### src/cmrb_pkg.sv
// Constants for the chiller serial register bank
package cmrb_pkg;
   localparam logic [15:0] ADDR_FIRST      = 16'h0030;
   localparam logic [15:0] ADDR_LAST       = 16'h0043;
   localparam logic [15:0] ADDR_CHANNEL_ONE_TEMP = 16'h0030;
   localparam logic [15:0] ADDR_CHANNEL_TWO_TEMP = 16'h0031;
   localparam logic [15:0] ADDR_RSVD       = 16'h0032;
   localparam logic [15:0] ADDR_CHANNEL_TWO_COND = 16'h0033;
   localparam logic [15:0] ADDR_CHANNEL_ONE_PRES = 16'h0034;
   localparam logic [15:0] ADDR_CHANNEL_TWO_PRES = 16'h0035;
   localparam logic [15:0] ADDR_CHANNEL_ONE_FLOW = 16'h0036;
   localparam logic [15:0] ADDR_CHANNEL_TWO_FLOW = 16'h0037;
   localparam logic [15:0] ADDR_DISP_1     = 16'h0038;
   localparam logic [15:0] ADDR_DISP_4     = 16'h003B;
   localparam logic [15:0] ADDR_STATUS     = 16'h003C;
   localparam logic [15:0] ADDR_ALARM_1    = 16'h003D;
   localparam logic [15:0] ADDR_ALARM_2    = 16'h003E;
   localparam logic [15:0] ADDR_ALARM_3    = 16'h003F;
   localparam logic [15:0] ADDR_CHANNEL_ONE_SET  = 16'h0040;
   localparam logic [15:0] ADDR_CHANNEL_TWO_SET  = 16'h0041;
   localparam logic [15:0] ADDR_OP_CMD     = 16'h0042;
   localparam logic [15:0] ADDR_DISP_SEL   = 16'h0043;
   // Clamp limits for measured values
   localparam logic [15:0] LIM_LO          = 16'hF334;
   localparam logic [15:0] LIM_HI          = 16'h0CCC;
   // Status bit positions
   localparam int          ST_RUN          = 0;
   localparam int          ST_STOP_ALM     = 1;
   localparam int          ST_CONT_ALM     = 2;
   localparam int          ST_MAINT        = 3;
   localparam int          ST_READY_1      = 4;
   localparam int          ST_READY_2      = 5;
   localparam int          ST_TEMP_OUT     = 6;
   localparam int          ST_EXT_TUNE     = 12;
   localparam int          ST_WARM_UP      = 13;
   localparam int          ST_STARTUP      = 14;
   localparam int          ST_ANTI_FREEZE  = 15;
   // Display selector item codes, one nibble per display word
   localparam logic [3:0]  DSEL_NONE       = 4'h0;
   localparam logic [3:0]  DSEL_AMBIENT    = 4'h1;
   localparam logic [3:0]  DSEL_EXT_TUNE   = 4'h2;
   localparam logic [3:0]  DSEL_HX_INLET   = 4'h3;
   localparam logic [3:0]  DSEL_MAINT      = 4'h4;
   localparam logic [3:0]  DSEL_HP_PRES    = 4'h5;
   localparam logic [15:0] EXT_TUNE_OFF    = 16'hF334;
   // Reset values and negative answer code
   localparam logic [15:0] RST_WORD        = 16'h0000;
   localparam logic [7:0]  ERR_BAD_ADDR    = 8'h02;
   localparam logic [7:0]  ERR_NONE        = 8'h00;
endpackage : cmrb_pkg

### src/cmrb_register_bank.sv
// Register bank of the chiller serial interface
`timescale 1ns/10ps
`default_nettype none
module cmrb_register_bank #(
   parameter logic [15:0] SET_MIN = 16'hFF38,
   parameter logic [15:0] SET_MAX = 16'h0320
) (
   input  wire logic        CLOCK_I,
   input  wire logic        RST_B_I,
   // Word access from the frame layer
   input  wire logic        REQ_I,
   input  wire logic        WE_I,
   input  wire logic [15:0] ADDR_I,
   input  wire logic [15:0] WDATA_I,
   output logic             ACK_O,
   output logic [15:0]      RDATA_O,
   output logic [7:0]       ERR_CODE_O,
   // Measurements, same clock domain
   input  wire logic [15:0] CHANNEL_ONE_TEMP_I,
   input  wire logic [15:0] CHANNEL_TWO_TEMP_I,
   input  wire logic [15:0] TEMP_OFFSET_I,
   input  wire logic        OFFSET_EN_I,
   input  wire logic [15:0] CHANNEL_TWO_COND_I,
   input  wire logic [15:0] CHANNEL_ONE_PRES_I,
   input  wire logic [15:0] CHANNEL_TWO_PRES_I,
   input  wire logic [15:0] CHANNEL_ONE_FLOW_I,
   input  wire logic [15:0] CHANNEL_TWO_FLOW_I,
   input  wire logic [15:0] AMBIENT_TEMP_I,
   input  wire logic [15:0] EXT_TUNE_TEMP_I,
   input  wire logic [15:0] HX_INLET_TEMP_I,
   input  wire logic [15:0] MAINT_NOTICE_I,
   input  wire logic [15:0] HP_PRES_I,
   // Unit state
   input  wire logic        RUNNING_I,
   input  wire logic        STOP_ALARM_I,
   input  wire logic        CONT_ALARM_I,
   input  wire logic        CHANNEL_ONE_READY_I,
   input  wire logic        CHANNEL_TWO_READY_I,
   input  wire logic        TEMP_OUT_I,
   input  wire logic        EXT_TUNE_EN_I,
   input  wire logic        WARM_UP_I,
   input  wire logic        STARTUP_I,
   input  wire logic        ANTI_FREEZE_I,
   input  wire logic [15:0] ALARM_1_I,
   input  wire logic [15:0] ALARM_2_I,
   input  wire logic [15:0] ALARM_3_I,
   // Master settings towards the unit
   output logic [15:0]      CHANNEL_ONE_SET_O,
   output logic [15:0]      CHANNEL_TWO_SET_O,
   output logic [15:0]      OP_CMD_O,
   output logic             OP_CMD_STB_O
);
   import cmrb_pkg::*;

   logic [15:0] channel_one_set_q, channel_one_set_d;
   logic [15:0] channel_two_set_q, channel_two_set_d;
   logic [15:0] op_cmd_q, op_cmd_d;
   logic [15:0] dsel_q, dsel_d;
   logic        op_stb_q, op_stb_d;
   logic        ack_q, ack_d;
   logic [15:0] rdata_q, rdata_d;
   logic [7:0]  err_q, err_d;
   logic [15:0] status_w;
   logic [15:0] disp_w [4];
   logic [15:0] temp1_w, temp2_w;
   logic [15:0] wclamp_w;

   // Limit a signed word to the measured span
   function automatic logic [15:0] clamp_meas(input logic [15:0] v);
      if ($signed(v) > $signed(LIM_HI)) begin
         return LIM_HI;
      end else if ($signed(v) < $signed(LIM_LO)) begin
         return LIM_LO;
      end
      return v;
   endfunction : clamp_meas

   // Reported temperature follows the panel, offset included
   assign temp1_w = clamp_meas(OFFSET_EN_I ? 16'(CHANNEL_ONE_TEMP_I + TEMP_OFFSET_I)
                                           : CHANNEL_ONE_TEMP_I);
   assign temp2_w = clamp_meas(OFFSET_EN_I ? 16'(CHANNEL_TWO_TEMP_I + TEMP_OFFSET_I)
                                           : CHANNEL_TWO_TEMP_I);

   // Status word; undefined bits held at zero
   always_comb begin
      status_w                 = RST_WORD;
      status_w[ST_RUN]         = RUNNING_I;
      status_w[ST_STOP_ALM]    = STOP_ALARM_I;
      status_w[ST_CONT_ALM]    = CONT_ALARM_I;
      status_w[ST_MAINT]       = |MAINT_NOTICE_I;
      status_w[ST_READY_1]     = CHANNEL_ONE_READY_I;
      status_w[ST_READY_2]     = CHANNEL_TWO_READY_I;
      status_w[ST_TEMP_OUT]    = TEMP_OUT_I;
      status_w[ST_EXT_TUNE]    = EXT_TUNE_EN_I;
      status_w[ST_WARM_UP]     = WARM_UP_I;
      status_w[ST_STARTUP]     = STARTUP_I;
      status_w[ST_ANTI_FREEZE] = ANTI_FREEZE_I;
   end

   // One selector nibble per display word; unknown items read zero
   for (genvar g = 0; g < 4; g++) begin : g_disp
      always_comb begin
         unique case (dsel_q[g*4 +: 4])
            DSEL_AMBIENT:  disp_w[g] = clamp_meas(AMBIENT_TEMP_I);
            DSEL_EXT_TUNE: disp_w[g] = EXT_TUNE_EN_I ? clamp_meas(EXT_TUNE_TEMP_I) : EXT_TUNE_OFF;
            DSEL_HX_INLET: disp_w[g] = clamp_meas(HX_INLET_TEMP_I);
            DSEL_MAINT:    disp_w[g] = MAINT_NOTICE_I;
            DSEL_HP_PRES:  disp_w[g] = clamp_meas(HP_PRES_I);
            default:       disp_w[g] = RST_WORD;
         endcase
      end
   end

   // Written set temperature is clamped, never rejected
   always_comb begin
      if ($signed(WDATA_I) > $signed(SET_MAX)) begin
         wclamp_w = SET_MAX;
      end else if ($signed(WDATA_I) < $signed(SET_MIN)) begin
         wclamp_w = SET_MIN;
      end else begin
         wclamp_w = WDATA_I;
      end
   end

   // Access decode: one answer per request, the cycle after it
   always_comb begin
      channel_one_set_d = channel_one_set_q;
      channel_two_set_d = channel_two_set_q;
      op_cmd_d  = op_cmd_q;
      dsel_d    = dsel_q;
      op_stb_d  = 1'b0;
      ack_d     = REQ_I;
      rdata_d   = rdata_q;
      err_d     = err_q;
      if (REQ_I) begin
         rdata_d = RST_WORD;
         err_d   = ERR_NONE;
         if (ADDR_I < ADDR_FIRST || ADDR_I > ADDR_LAST) begin
            err_d = ERR_BAD_ADDR;
         end else if (WE_I) begin
            // Read-only words silently keep their contents
            unique case (ADDR_I)
               ADDR_CHANNEL_ONE_SET: channel_one_set_d = wclamp_w;
               ADDR_CHANNEL_TWO_SET: channel_two_set_d = wclamp_w;
               ADDR_OP_CMD: begin
                  op_cmd_d = WDATA_I;
                  op_stb_d = 1'b1;
               end
               ADDR_DISP_SEL: dsel_d = WDATA_I;
               default:       rdata_d = RST_WORD;
            endcase
         end else begin
            unique case (ADDR_I)
               ADDR_CHANNEL_ONE_TEMP: rdata_d = temp1_w;
               ADDR_CHANNEL_TWO_TEMP: rdata_d = temp2_w;
               ADDR_RSVD:     rdata_d = RST_WORD;
               ADDR_CHANNEL_TWO_COND: rdata_d = CHANNEL_TWO_COND_I;
               ADDR_CHANNEL_ONE_PRES: rdata_d = clamp_meas(CHANNEL_ONE_PRES_I);
               ADDR_CHANNEL_TWO_PRES: rdata_d = clamp_meas(CHANNEL_TWO_PRES_I);
               ADDR_CHANNEL_ONE_FLOW: rdata_d = CHANNEL_ONE_FLOW_I;
               ADDR_CHANNEL_TWO_FLOW: rdata_d = CHANNEL_TWO_FLOW_I;
               ADDR_STATUS:   rdata_d = status_w;
               ADDR_ALARM_1:  rdata_d = ALARM_1_I;
               ADDR_ALARM_2:  rdata_d = ALARM_2_I;
               ADDR_ALARM_3:  rdata_d = ALARM_3_I;
               ADDR_CHANNEL_ONE_SET: rdata_d = channel_one_set_q;
               ADDR_CHANNEL_TWO_SET: rdata_d = channel_two_set_q;
               ADDR_OP_CMD:   rdata_d = op_cmd_q;
               ADDR_DISP_SEL: rdata_d = dsel_q;
               default:       rdata_d = disp_w[2'(ADDR_I - ADDR_DISP_1)];
            endcase
         end
      end
   end

   // State registers; no reset values are given, so all start at zero
   always_ff @(posedge CLOCK_I or negedge RST_B_I) begin
      if (!RST_B_I) begin
         channel_one_set_q <= RST_WORD;
         channel_two_set_q <= RST_WORD;
         op_cmd_q  <= RST_WORD;
         dsel_q    <= RST_WORD;
         op_stb_q  <= 1'b0;
         ack_q     <= 1'b0;
         rdata_q   <= RST_WORD;
         err_q     <= ERR_NONE;
      end else begin
         channel_one_set_q <= channel_one_set_d;
         channel_two_set_q <= channel_two_set_d;
         op_cmd_q  <= op_cmd_d;
         dsel_q    <= dsel_d;
         op_stb_q  <= op_stb_d;
         ack_q     <= ack_d;
         rdata_q   <= rdata_d;
         err_q     <= err_d;
      end
   end

   assign ACK_O        = ack_q;
   assign RDATA_O      = rdata_q;
   assign ERR_CODE_O   = err_q;
   assign CHANNEL_ONE_SET_O = channel_one_set_q;
   assign CHANNEL_TWO_SET_O = channel_two_set_q;
   assign OP_CMD_O     = op_cmd_q;
   assign OP_CMD_STB_O = op_stb_q;
endmodule : cmrb_register_bank
`default_nettype wire

### config.mk
export PLATFORM = sky130hd
export DESIGN_NAME = cmrb_register_bank
export DESIGN_NICKNAME = d
export VERILOG_FILES = /design/src/cmrb_pkg.sv /design/src/cmrb_register_bank.sv
export SDC_FILE = /design/constraint.sdc
export NUM_CORES = 1
export LEC_CHECK = 0
export BUFFER_PORTS_ARGS = -buffer_cell sky130_fd_sc_hd__buf_2
export CELL_PAD_IN_SITES_DETAIL_PLACEMENT = 0
export CELL_PAD_IN_SITES_GLOBAL_PLACEMENT = 1
export CORE_AREA = 3 3 175 177
export DETAILED_ROUTE_END_ITERATION = 10
export DIE_AREA = 0 0 178 180
export GPL_TIMING_DRIVEN = 0
export HOLD_SLACK_MARGIN = 0.03
export PLACE_DENSITY_LB_ADDON = 0.1
export SLEW_MARGIN = 20
export SYNTH_ARGS = -nofsm -noshare
export SYNTH_HDL_FRONTEND = slang
export SYNTH_SLANG_ARGS = --single-unit
export TNS_END_PERCENT = 20
### constraint.sdc
create_clock -name CLOCK_I -period 3.4 [get_ports CLOCK_I]
set_input_delay 0.34 -clock CLOCK_I [delete_from_list [all_inputs] [get_ports CLOCK_I]]
set_output_delay 0.34 -clock CLOCK_I [all_outputs]
set_load 0.01 [all_outputs]
; ---- After elaboration in Yosys (flattened, before gate mapping)
; Index checks and enable logic that the tools add are counted.
[op_classes]
add_sub_neg = 3
order_cmp = 21
eq_ne = 36
muxes = 99
bitwise_logic = 2
n_reduce_logical = 6
[ops]
columns = operator, count
row1 = $mux W16, 48
row2 = $pmux W16 S5, 4
row3 = $pmux W16 S16, 1
row4 = $eq A16 B6 Y1 const B, 12
row5 = $gt A16 B13 Y1 const B, 8
row6 = $lt A16 B13 Y1 const B, 8
row7 = $eq A16 B7 Y1 const B, 4
row8 = $mux W1, 44
row9 = $add A16 B16 Y16, 2
row10 = $bmux W16 S2, 1
row11 = $eq A4 B2 Y1 const B, 8
row12 = $eq A4 B3 Y1 const B, 8
row13 = $eq A4 B1 Y1 const B, 4
row14 = $gt A16 B11 Y1 const B, 1
row15 = $gt A16 B7 Y1 const B, 1
row16 = $lt A16 B6 Y1 const B, 1
row17 = $lt A16 B9 Y1 const B, 1
row18 = $reduce_and A4 Y1, 4
row19 = $reduce_or A16 Y1, 1
row20 = $ge A3 B3 Y1 const B, 1
row21 = $not A2 Y3, 1
row22 = $mux W2, 1
row23 = $sub A2 B1 Y2 const B, 1
row24 = $logic_or A1 B1 Y1, 1
row25 = $not A1 Y1, 1
[word_totals]
ff_bits = 90
in_bits = 303
wordCells = 175

; ---- Depth between registers and ports, before layout
; Gate-level depths: netlist (run 1).
[logic_depth]
ltp_word = 13
depth_mapped = 14
depth_no_buf = 12

; ---- Least setup slack after synthesis (run 1)
; No wires, ideal clock.
[synth_path]
kind = input -> register
start = input CHANNEL_TWO_TEMP_I[1]
end = register rdata_q[8] (netlist: RDATA_O[8])
setup_time_ns = 0.128
t_arrival_ns = 2.937
path_slack_ns = 0.335
cell_stages = 10
n_path_buf = 0
path_cell_list = ha_1 -> a211o_1 -> and3_4 -> o31a_1 -> or3_1 -> a311o_1 -> a311o_1 -> o211a_1 -> a221oi_1 -> o2bb2ai_1
[synth_via]
elab_chain_cells = 9
word_cells_on_any_way = 11
cone_classes = 1 x add/sub / 2 x order compare / 8 x mux
[synth_rtl]
columns = item, line
row1 = from (decl), cmrb_register_bank.sv:20  ; input wire logic [15:0] CHANNEL_TWO_TEMP_I,
row2 = $add A16 B16 Y16, cmrb_register_bank.sv:81  ; assign temp2_w = clamp_meas(OFFSET_EN_I ? 16'(CHANNEL_TWO_TEMP_I + TEMP_OFFSET_I)
row3 = $mux W16 (*), cmrb_register_bank.sv:81
row4 = $lt A16 B13 Y1, cmrb_register_bank.sv:72  ; end else if ($signed(v) < $signed(LIM_LO)) begin
row5 = $mux W1, cmrb_register_bank.sv:72
row6 = $mux W1, cmrb_register_bank.sv:70  ; if ($signed(v) > $signed(LIM_HI)) begin
row7 = $mux W16 (*), cmrb_register_bank.sv:75  ; return v;
row8 = $pmux W16 S16 (*), cmrb_register_bank.sv:153  ; unique case (ADDR_I)
row9 = $mux W16 (*), cmrb_register_bank.sv:140  ; end else if (WE_I) begin
row10 = $mux W16 (*), cmrb_register_bank.sv:138  ; if (ADDR_I < ADDR_FIRST || ADDR_I > ADDR_LAST) begin
row11 = to (signal assigned), cmrb_register_bank.sv:194  ; rdata_q <= rdata_d;
row12 = to (decl), cmrb_register_bank.sv:61  ; logic [15:0] rdata_q, rdata_d;
; Every way passes the cells marked *; elsewhere a longest branch is shown, timed or not.
; A chain may end at the register's enable or synchronous reset.

; ---- Worst setup path after layout (run 1)
[layout_path]
start = input ADDR_I[6]
end = register rdata_q[0] (netlist: RDATA_O[0])
[layout_via]
elab_chain_cells = 4
word_cells_on_any_way = 22
cone_classes = 2 x order compare / 16 x eq/ne / 3 x mux / 1 x reduce/logical
[layout_rtl]
columns = item, line
row1 = from (decl), cmrb_register_bank.sv:13  ; input wire logic [15:0] ADDR_I,
row2 = $eq A16 B7 Y1 or $eq A16 B6 Y1 (tied branches), cmrb_register_bank.sv:153
row3 = $pmux W16 S16, cmrb_register_bank.sv:153
row4 = $mux W16, cmrb_register_bank.sv:140
row5 = $mux W16 (*), cmrb_register_bank.sv:138
; Marked as above.

==> impl_metrics.toml, run 1 <==
[run_status]
outcome = "complete, but fails checks"
failed_checks = "negative setup slack"

[clock_network]
cts_tree = "yes"
clkTransAtPathRegs_ps = 60
clk_latency_ps = 360
cts_buffers = 9
cts.sinks = 83
htreeDepth = 3
cts_buffer_depth = 2
root_buffer = "clkbuf_16"

[placed_design]
io_buffers = 367
dpl_cell_area_mm2 = 0.0129
place_hpwl_um = 48800
globalplace.congestion = 1.01
dp.cells = 2184

[timing]
clock.fmax_ghz = 0.291
clock_skew_ps = 8.02
timing.final.crit_share = 1.01
post-route-min-period_ps = 3430
setup_viol = 1
fin_ws_ps = -31.4
hold_viol = 0
worst-slew-pin-transition_ps = 1110
relSlewSlack = 0.254
grt_setup_unrepaired = "yes"
slew_viol_final = 0

[floorplan]
pin_count = 377
coreArea_mm2 = 0.0294
num_rows = 63
die_area_mm2 = 0.0320
start_util = 0.357
die_h_um = 180
die_w_um = 178

[routing]
drt_wl_total_um = 59800
drc = 0
top_layer_used = "met5"
ant_nets = 0
dr_wl_met2_um = 27600
via_count = 14400
drtPass1Iterations = 6
detailroute.wirelength.met3_um = 5330
wl_per_cell_um = 27.1
drt-vias-per-instance = 6.52
drtIter0Drc = 1795
met1Wirelength_um = 25000

[critical_path]
worstSetupPathType = "in2reg"
path_max_fanout = 10
end_kind = "flip-flop"
cp.arrival_ps = 3700
start_kind = "primary input"
required_ps = 3670
r2r_setup_slack_ps = 80

[layout]
stdcell_area_mm2 = 0.0135
drive_above_1_share = 0.277
n_fill_cell = 3091
syn2layout_area_growth_pct = 28.6
fin_util = 0.459
multiInputGateArea_mm2 = 0.00817
regArea_mm2 = 0.00208
final_cells = 2209
nNetsFinal = 2149

[power_and_ir_drop]
pwr_density_cell_mw_per_mm2 = 243
leakage_nw = 5.85
p_int_mw = 2.07
vdd_drop_max_uv = 282
switchingPower_mw = 1.21
power_frac_seq = 0.301
netSwitchingFraction = 0.367
clock_power_share = 0.336
p_comb_frac = 0.363

[synthesis]
ys_types = 84
ys.flop_type = "dfrtp_1"
ys_ff_latch = 83
synth_top_area_frac = 0.198
syn_area_per_cell_um2 = 7.41
synth_cells = 1417
seq_area_frac_synth = 0.198
synth_area_leaders = "dfrtp_1, a21oi_1, o21ai_0"
ys_warn_count = 0
synth_commonest_cells = "nand2_1, a21oi_1, o21ai_0"
syn_area_mm2 = 0.0105
synth_most_common_cell = "nand2_1"
synthArstFlopShare = 1.00
synth_edf_count = 0
synth_top_cell_by_area = "dfrtp_1"

[global_route]
grt_overflow = 0
antenna_found_initial = 2
track_usage = 0.356
grt_pass1_wl_um = 87100
grt_max_degree = 43
grt_pass1_vias = 13496

[hold_path]
min_path_type = "in2reg"

[flow_run]
max_cap_violations = 0
-- cell families after synthesis --
family	share of synthesized area
fa+ha+maj	0.0408
other cells	0.000357
flops	0.198
mux	0.0503
buf+inv	0.0476
simple gates	0.250
xor+xnor	0.00417
compound gates	0.409
-- final cells by class --
class / count / share of cell area
Sequential cell: 83 / 0.154
Clock inverter: 5 / 0.00630
Buffer: 85 / 0.0288
Antenna cell: 1 / 0.000185
Tap cell: 390 / 0.0361
Inverter: 31 / 0.00862
Clock buffer: 11 / 0.0172
Multi-Input combinational cell: 1224 / 0.605
Timing Repair Buffer: 379 / 0.144
-- critical path, cell delays in order --
cell and delay, ps:
buf_2 130, nor4bb_2 630, nand3_1 410, nor3_2 610
clkbuf_1 710, a221oi_1 280, nand4_1 250, a221oi_2 100
a31oi_1 220
-- flip-flops by register name, summed over array words and instances (netlist names) --
register and flops:
ERR_CODE_O 1, CHANNEL_TWO_SET_O 16, CHANNEL_ONE_SET_O 16, OP_CMD_O 16, ACK_O 1, RDATA_O 16
dsel_q 16, OP_CMD_STB_O 1
-- power groups by stage --
stage | clock (mW) | sequential (mW) | combinational [mW]
after floorplan | 0 | 1.01 | 0.627
final | 1.10 | 0.988 | 1.19
after detailed placement | 0 | 1.01 | 1.14
after global routing | 1.14 | 0.987 | 1.29
after CTS | 1.10 | 0.988 | 1.15
after global placement | 0 | 1.01 | 1.13
-- metal layers --
| layer | GRT usage | up-vias |
|---|---|---|
| li1 | - | 6468 |
| met1 | 0.488 | 6992 |
| met2 | 0.576 | 830 |
| met3 | 0.0594 | 108 |
| met4 | 0.0996 | 2 |
| met5 | 0 | - |
-- metrics by stage --
step	hold WS [ps]	total power, mW	setup WS (ps)	TNS (ps)
finish	223	3.28	-31.4	-31.4
global route	207	3.42	-65.0	-241
CTS	209	3.23	31.2	0
detailed placement	380	2.14	-718	-8480
global placement	485	2.14	-807	-8600
floorplan	44.4	1.63	335	0
-- worst paths after layout --
check / start / endpoint / cells past startpoint
max: ADDR_I[6] / RDATA_O[0] / 9
min: REQ_I / ACK_O / 1
max reg2reg: dsel_q[9] / RDATA_O[4] / 11
min reg2reg: RDATA_O[9] / RDATA_O[9] / 1
max in group asynchronous: RST_B_I / RDATA_O[7] / 3
min in group asynchronous: RST_B_I / OP_CMD_STB_O / 2
-- what timing repair did --
action | in CTS | in global routing
setup endpoints to repair | 14 | 16
resized for setup | 9 | 29
pin swaps | 1 | 1
setup buffers | 1 | 6
endpoints found under the hold margin | 41 | 0
hold buffers | 1 | 0
-- cells in the final DEF, fill, tap and decap left out, drive strengths merged, types with 19 or more instances in the layout --
master,Yosys,layout
dfrtp,83,83
a221oi,34,34
a21o,20,20
a211oi,24,24
o211ai,42,42
a21oi,123,123
o221ai,34,34
mux2,38,38
nor2,117,117
nand2,124,124
nor3,64,64
and3,24,24
nor2b,23,23
nand4,23,23
o22ai,23,23
buf,21,399
a22oi,32,32
o21ai,122,122
nand3,42,42
inv,29,31
nor4,19,19
clkbuf,64,75
ha,31,31
(Power assumes the default switching activity.)
==> run 2: changes to the inputs <==
- ABC_AREA: default -> 1
- CORE_AREA: 3 3 175 177 -> 3 3 193 195
- DIE_AREA: 0 0 178 180 -> 0 0 196 198
==> run 2 against run 1 <==
  * Power fell by 1.0%
  * Sequential share of layout area fell by 1.7 points
  * Critical endpoint is now RDATA_O[1]
  * Core utilization fell by 3.2 points
  * Highest routed layer unchanged
  * Synthesized area rose by 18%
  * First-iteration DRC count fell by 25%
  * Synthesized cell count rose by 64%
  * Via count rose by 20%
  * Setup slack improved by 450 ps
  * Hold slack got worse by 17 ps
  * The run now ends clean
  * Clock power fell by 7%
==> impl_metrics.toml, run 2 <==
[critical_path]
cp.arrival_ps = 3280
critical_path.top_delay_family = "simple AND/OR/NAND/NOR gates"
cp_cell_sequence = "inv_1 -> nor2_1 -> nand3_1 -> inv_1 -> clkbuf_1 -> nand2_1 -> nand3_1 -> nor2_1 -> nand2_1 -> nand2_1 -> nor2_1 -> nor2_1 -> nor2_1 -> nand2_1 -> nand2_1"
start_kind = "flip-flop"
critPathSlowestCell = "clkbuf_1"
worstSetupPathType = "reg2reg"
required_ps = 3700
end_kind = "flip-flop"
worst-path-buf-inv = 3
path_max_fanout = 10
cpPeakStageDelay_ps = 600

[synthesis]
synth_top_cell_by_area = "nand2_1"
synth_most_common_cell = "nand2_1"
ys_warn_count = 0
synth_top_area_frac = 0.251
ys_types = 55
synth_commonest_cells = "nand2_1, nand3_1, inv_1"
ys.flop_type = "dfrtp_1"
syn_area_per_cell_um2 = 5.35
seq_area_frac_synth = 0.167
ys_ff_latch = 83
synth_area_leaders = "nand2_1, dfrtp_1, nand3_1"
syn_area_mm2 = 0.0124
synth_cells = 2324
synthArstFlopShare = 1.00
synth_edf_count = 0

[timing]
timing.final.crit_share = 0.878
slew_viol_final = 0
setup_viol = 0
fin_ws_ps = 416
post-route-min-period_ps = 2980
hold_viol = 0
clock.fmax_ghz = 0.335
clock_skew_ps = 12.2
fin_tns_setup_ps = 0
worst-slew-pin-transition_ps = 866
grt_setup_unrepaired = "no"
relSlewSlack = 0.423

[global_route]
grt_pass1_wl_um = 98900
grt_pass1_vias = 16534
grt_overflow = 0
antenna_found_initial = 2
grt_max_degree = 54
track_usage = 0.332

[clock_network]
root_buffer = "clkbuf_16"
cts_buffers = 9
ctsResizeCount = 0
clk_latency_ps = 360
cts.sinks = 83
post_cts_buffers = 0
htreeDepth = 3
clkTransAtPathRegs_ps = 70
cts_tree = "yes"
hold_buffers = 1
cts_buffer_depth = 2

[layout]
regArea_mm2 = 0.00208
final_common_cell = "nand2_1"
nNetsFinal = 3048
stdcell_area_mm2 = 0.0152
final_cell_mix = "nand2_1, buf_2, nand3_1"
multiInputGateArea_mm2 = 0.00893
drive_above_1_share = 0.190
syn2layout_area_growth_pct = 22.4
n_fill_cell = 4155

[floorplan]
start_util = 0.349
die_h_um = 198
pin_count = 377
die_area_mm2 = 0.0388
num_rows = 69
die_w_um = 196
coreArea_mm2 = 0.0356

[power_and_ir_drop]
power_frac_seq = 0.304
p_int_mw = 1.92
leakage_nw = 8.43
netSwitchingFraction = 0.408
switchingPower_mw = 1.33
vdd_drop_max_uv = 206
pwr_density_cell_mw_per_mm2 = 213
p_comb_frac = 0.381
total_power_mw = 3.25
clock_power_share = 0.315

[routing]
ant_nets = 0
via_count = 17218
drt-vias-per-instance = 5.42
drtPass1Iterations = 6
drt_wl_total_um = 66500
wl_per_cell_um = 20.9
drc = 0
drtIter0Drc = 1350

[placed_design]
globalplace.congestion = 1.00
pre_cts_ws_ps = 171
place_hpwl_um = 55800
io_buffers = 369
dpl_cell_area_mm2 = 0.0149

[hold_path]
min_path_type = "in2reg"

[flow_run]
max_cap_violations = 0

[run_status]
outcome = "complete, no violations"
[run 2: changes by cell type after synthesis, sizes merged, moves of 24 or more]
cell and delta:
o221ai -33, a22oi -26, nor3 -25, nand4 +31
o211ai -32, clkbuf -36, nand3 +281, inv +250
and3 -24, a21oi -69, nand2 +721, mux2 -38
buf +27, nor2 +139
[run 2: per-stage QoR]
stage | cells | hold WS, ps | utilization
after floorplan | 2330 | 44.4 | -
after global placement | 3160 | 462 | 0.418
after detailed placement | 3161 | 308 | 0.419
after CTS | 3178 | 206 | 0.428
after global routing | 3179 | 207 | 0.428
final | 3179 | 206 | 0.428
[run 2: cell type report]
| class | instances | area share |
|---|---|---|
| buffer | 76 | 0.0243 |
| antenna | 1 | 0.000165 |
| tap | 461 | 0.0379 |
| multi-input combinational | 1884 | 0.587 |
| clock buffer | 9 | 0.0148 |
| inverter | 287 | 0.0708 |
| clock inverter | 7 | 0.00444 |
| timing repair buffer | 371 | 0.124 |
| sequential | 83 | 0.137 |
[run 2: cells by family (layout without fill, tap and decap cells)]
kind of cell,after synthesis,after routing,synth area share
compound gates,275,275,0.134
xor+xnor,2,2,0.00141
fa+ha+maj,33,33,0.0344
buf+inv,363,750,0.116
flops,83,83,0.167
other cells,1,8,0.000302
simple gates,1567,1567,0.546
[run 2: worst paths after layout]
check | start | end | slack, ps | cells after the start
min | REQ_I | ACK_O | 210 | 1
max in group asynchronous | RST_B_I | CHANNEL_TWO_SET_O[4] | 2310 | 3
min reg2reg | RDATA_O[4] | RDATA_O[4] | 480 | 2
max | dsel_q[6] | RDATA_O[1] | 420 | 15
max reg2reg | dsel_q[6] | RDATA_O[1] | 420 | 15
min in group asynchronous | RST_B_I | OP_CMD_O[15] | 440 | 2
[run 2: worst reg2reg max path, cell delays in order (launching register included)]
cell	delay (ps)
dfrtp_1	420
inv_1	80
nor2_1	140
nand3_1	330
inv_1	170
clkbuf_1	600
nand2_1	110
nand3_1	130
nor2_1	40
nand2_1	50
nand2_1	70
nor2_1	340
nor2_1	80
nor2_1	220
nand2_1	100
nand2_1	60
[run 2: metal layers]
layer  track usage  part of all wire  vias to the layer above
met5             0           0.00020                        -
met4         0.139             0.045                        2
met3        0.0398             0.066                      138
met2         0.565              0.47                      773
met1         0.427              0.42                     7951
li1              -                 -                     8354
[run 2: power by group through the flow]
stage,clock network (mW),logic (mW),registers [mW]
final,1.02,1.24,0.987
after global routing,1.07,1.39,0.987
after detailed placement,0,1.22,1.01
after floorplan,0,0.690,1.01
after global placement,0,1.21,1.01
after CTS,1.02,1.23,0.987
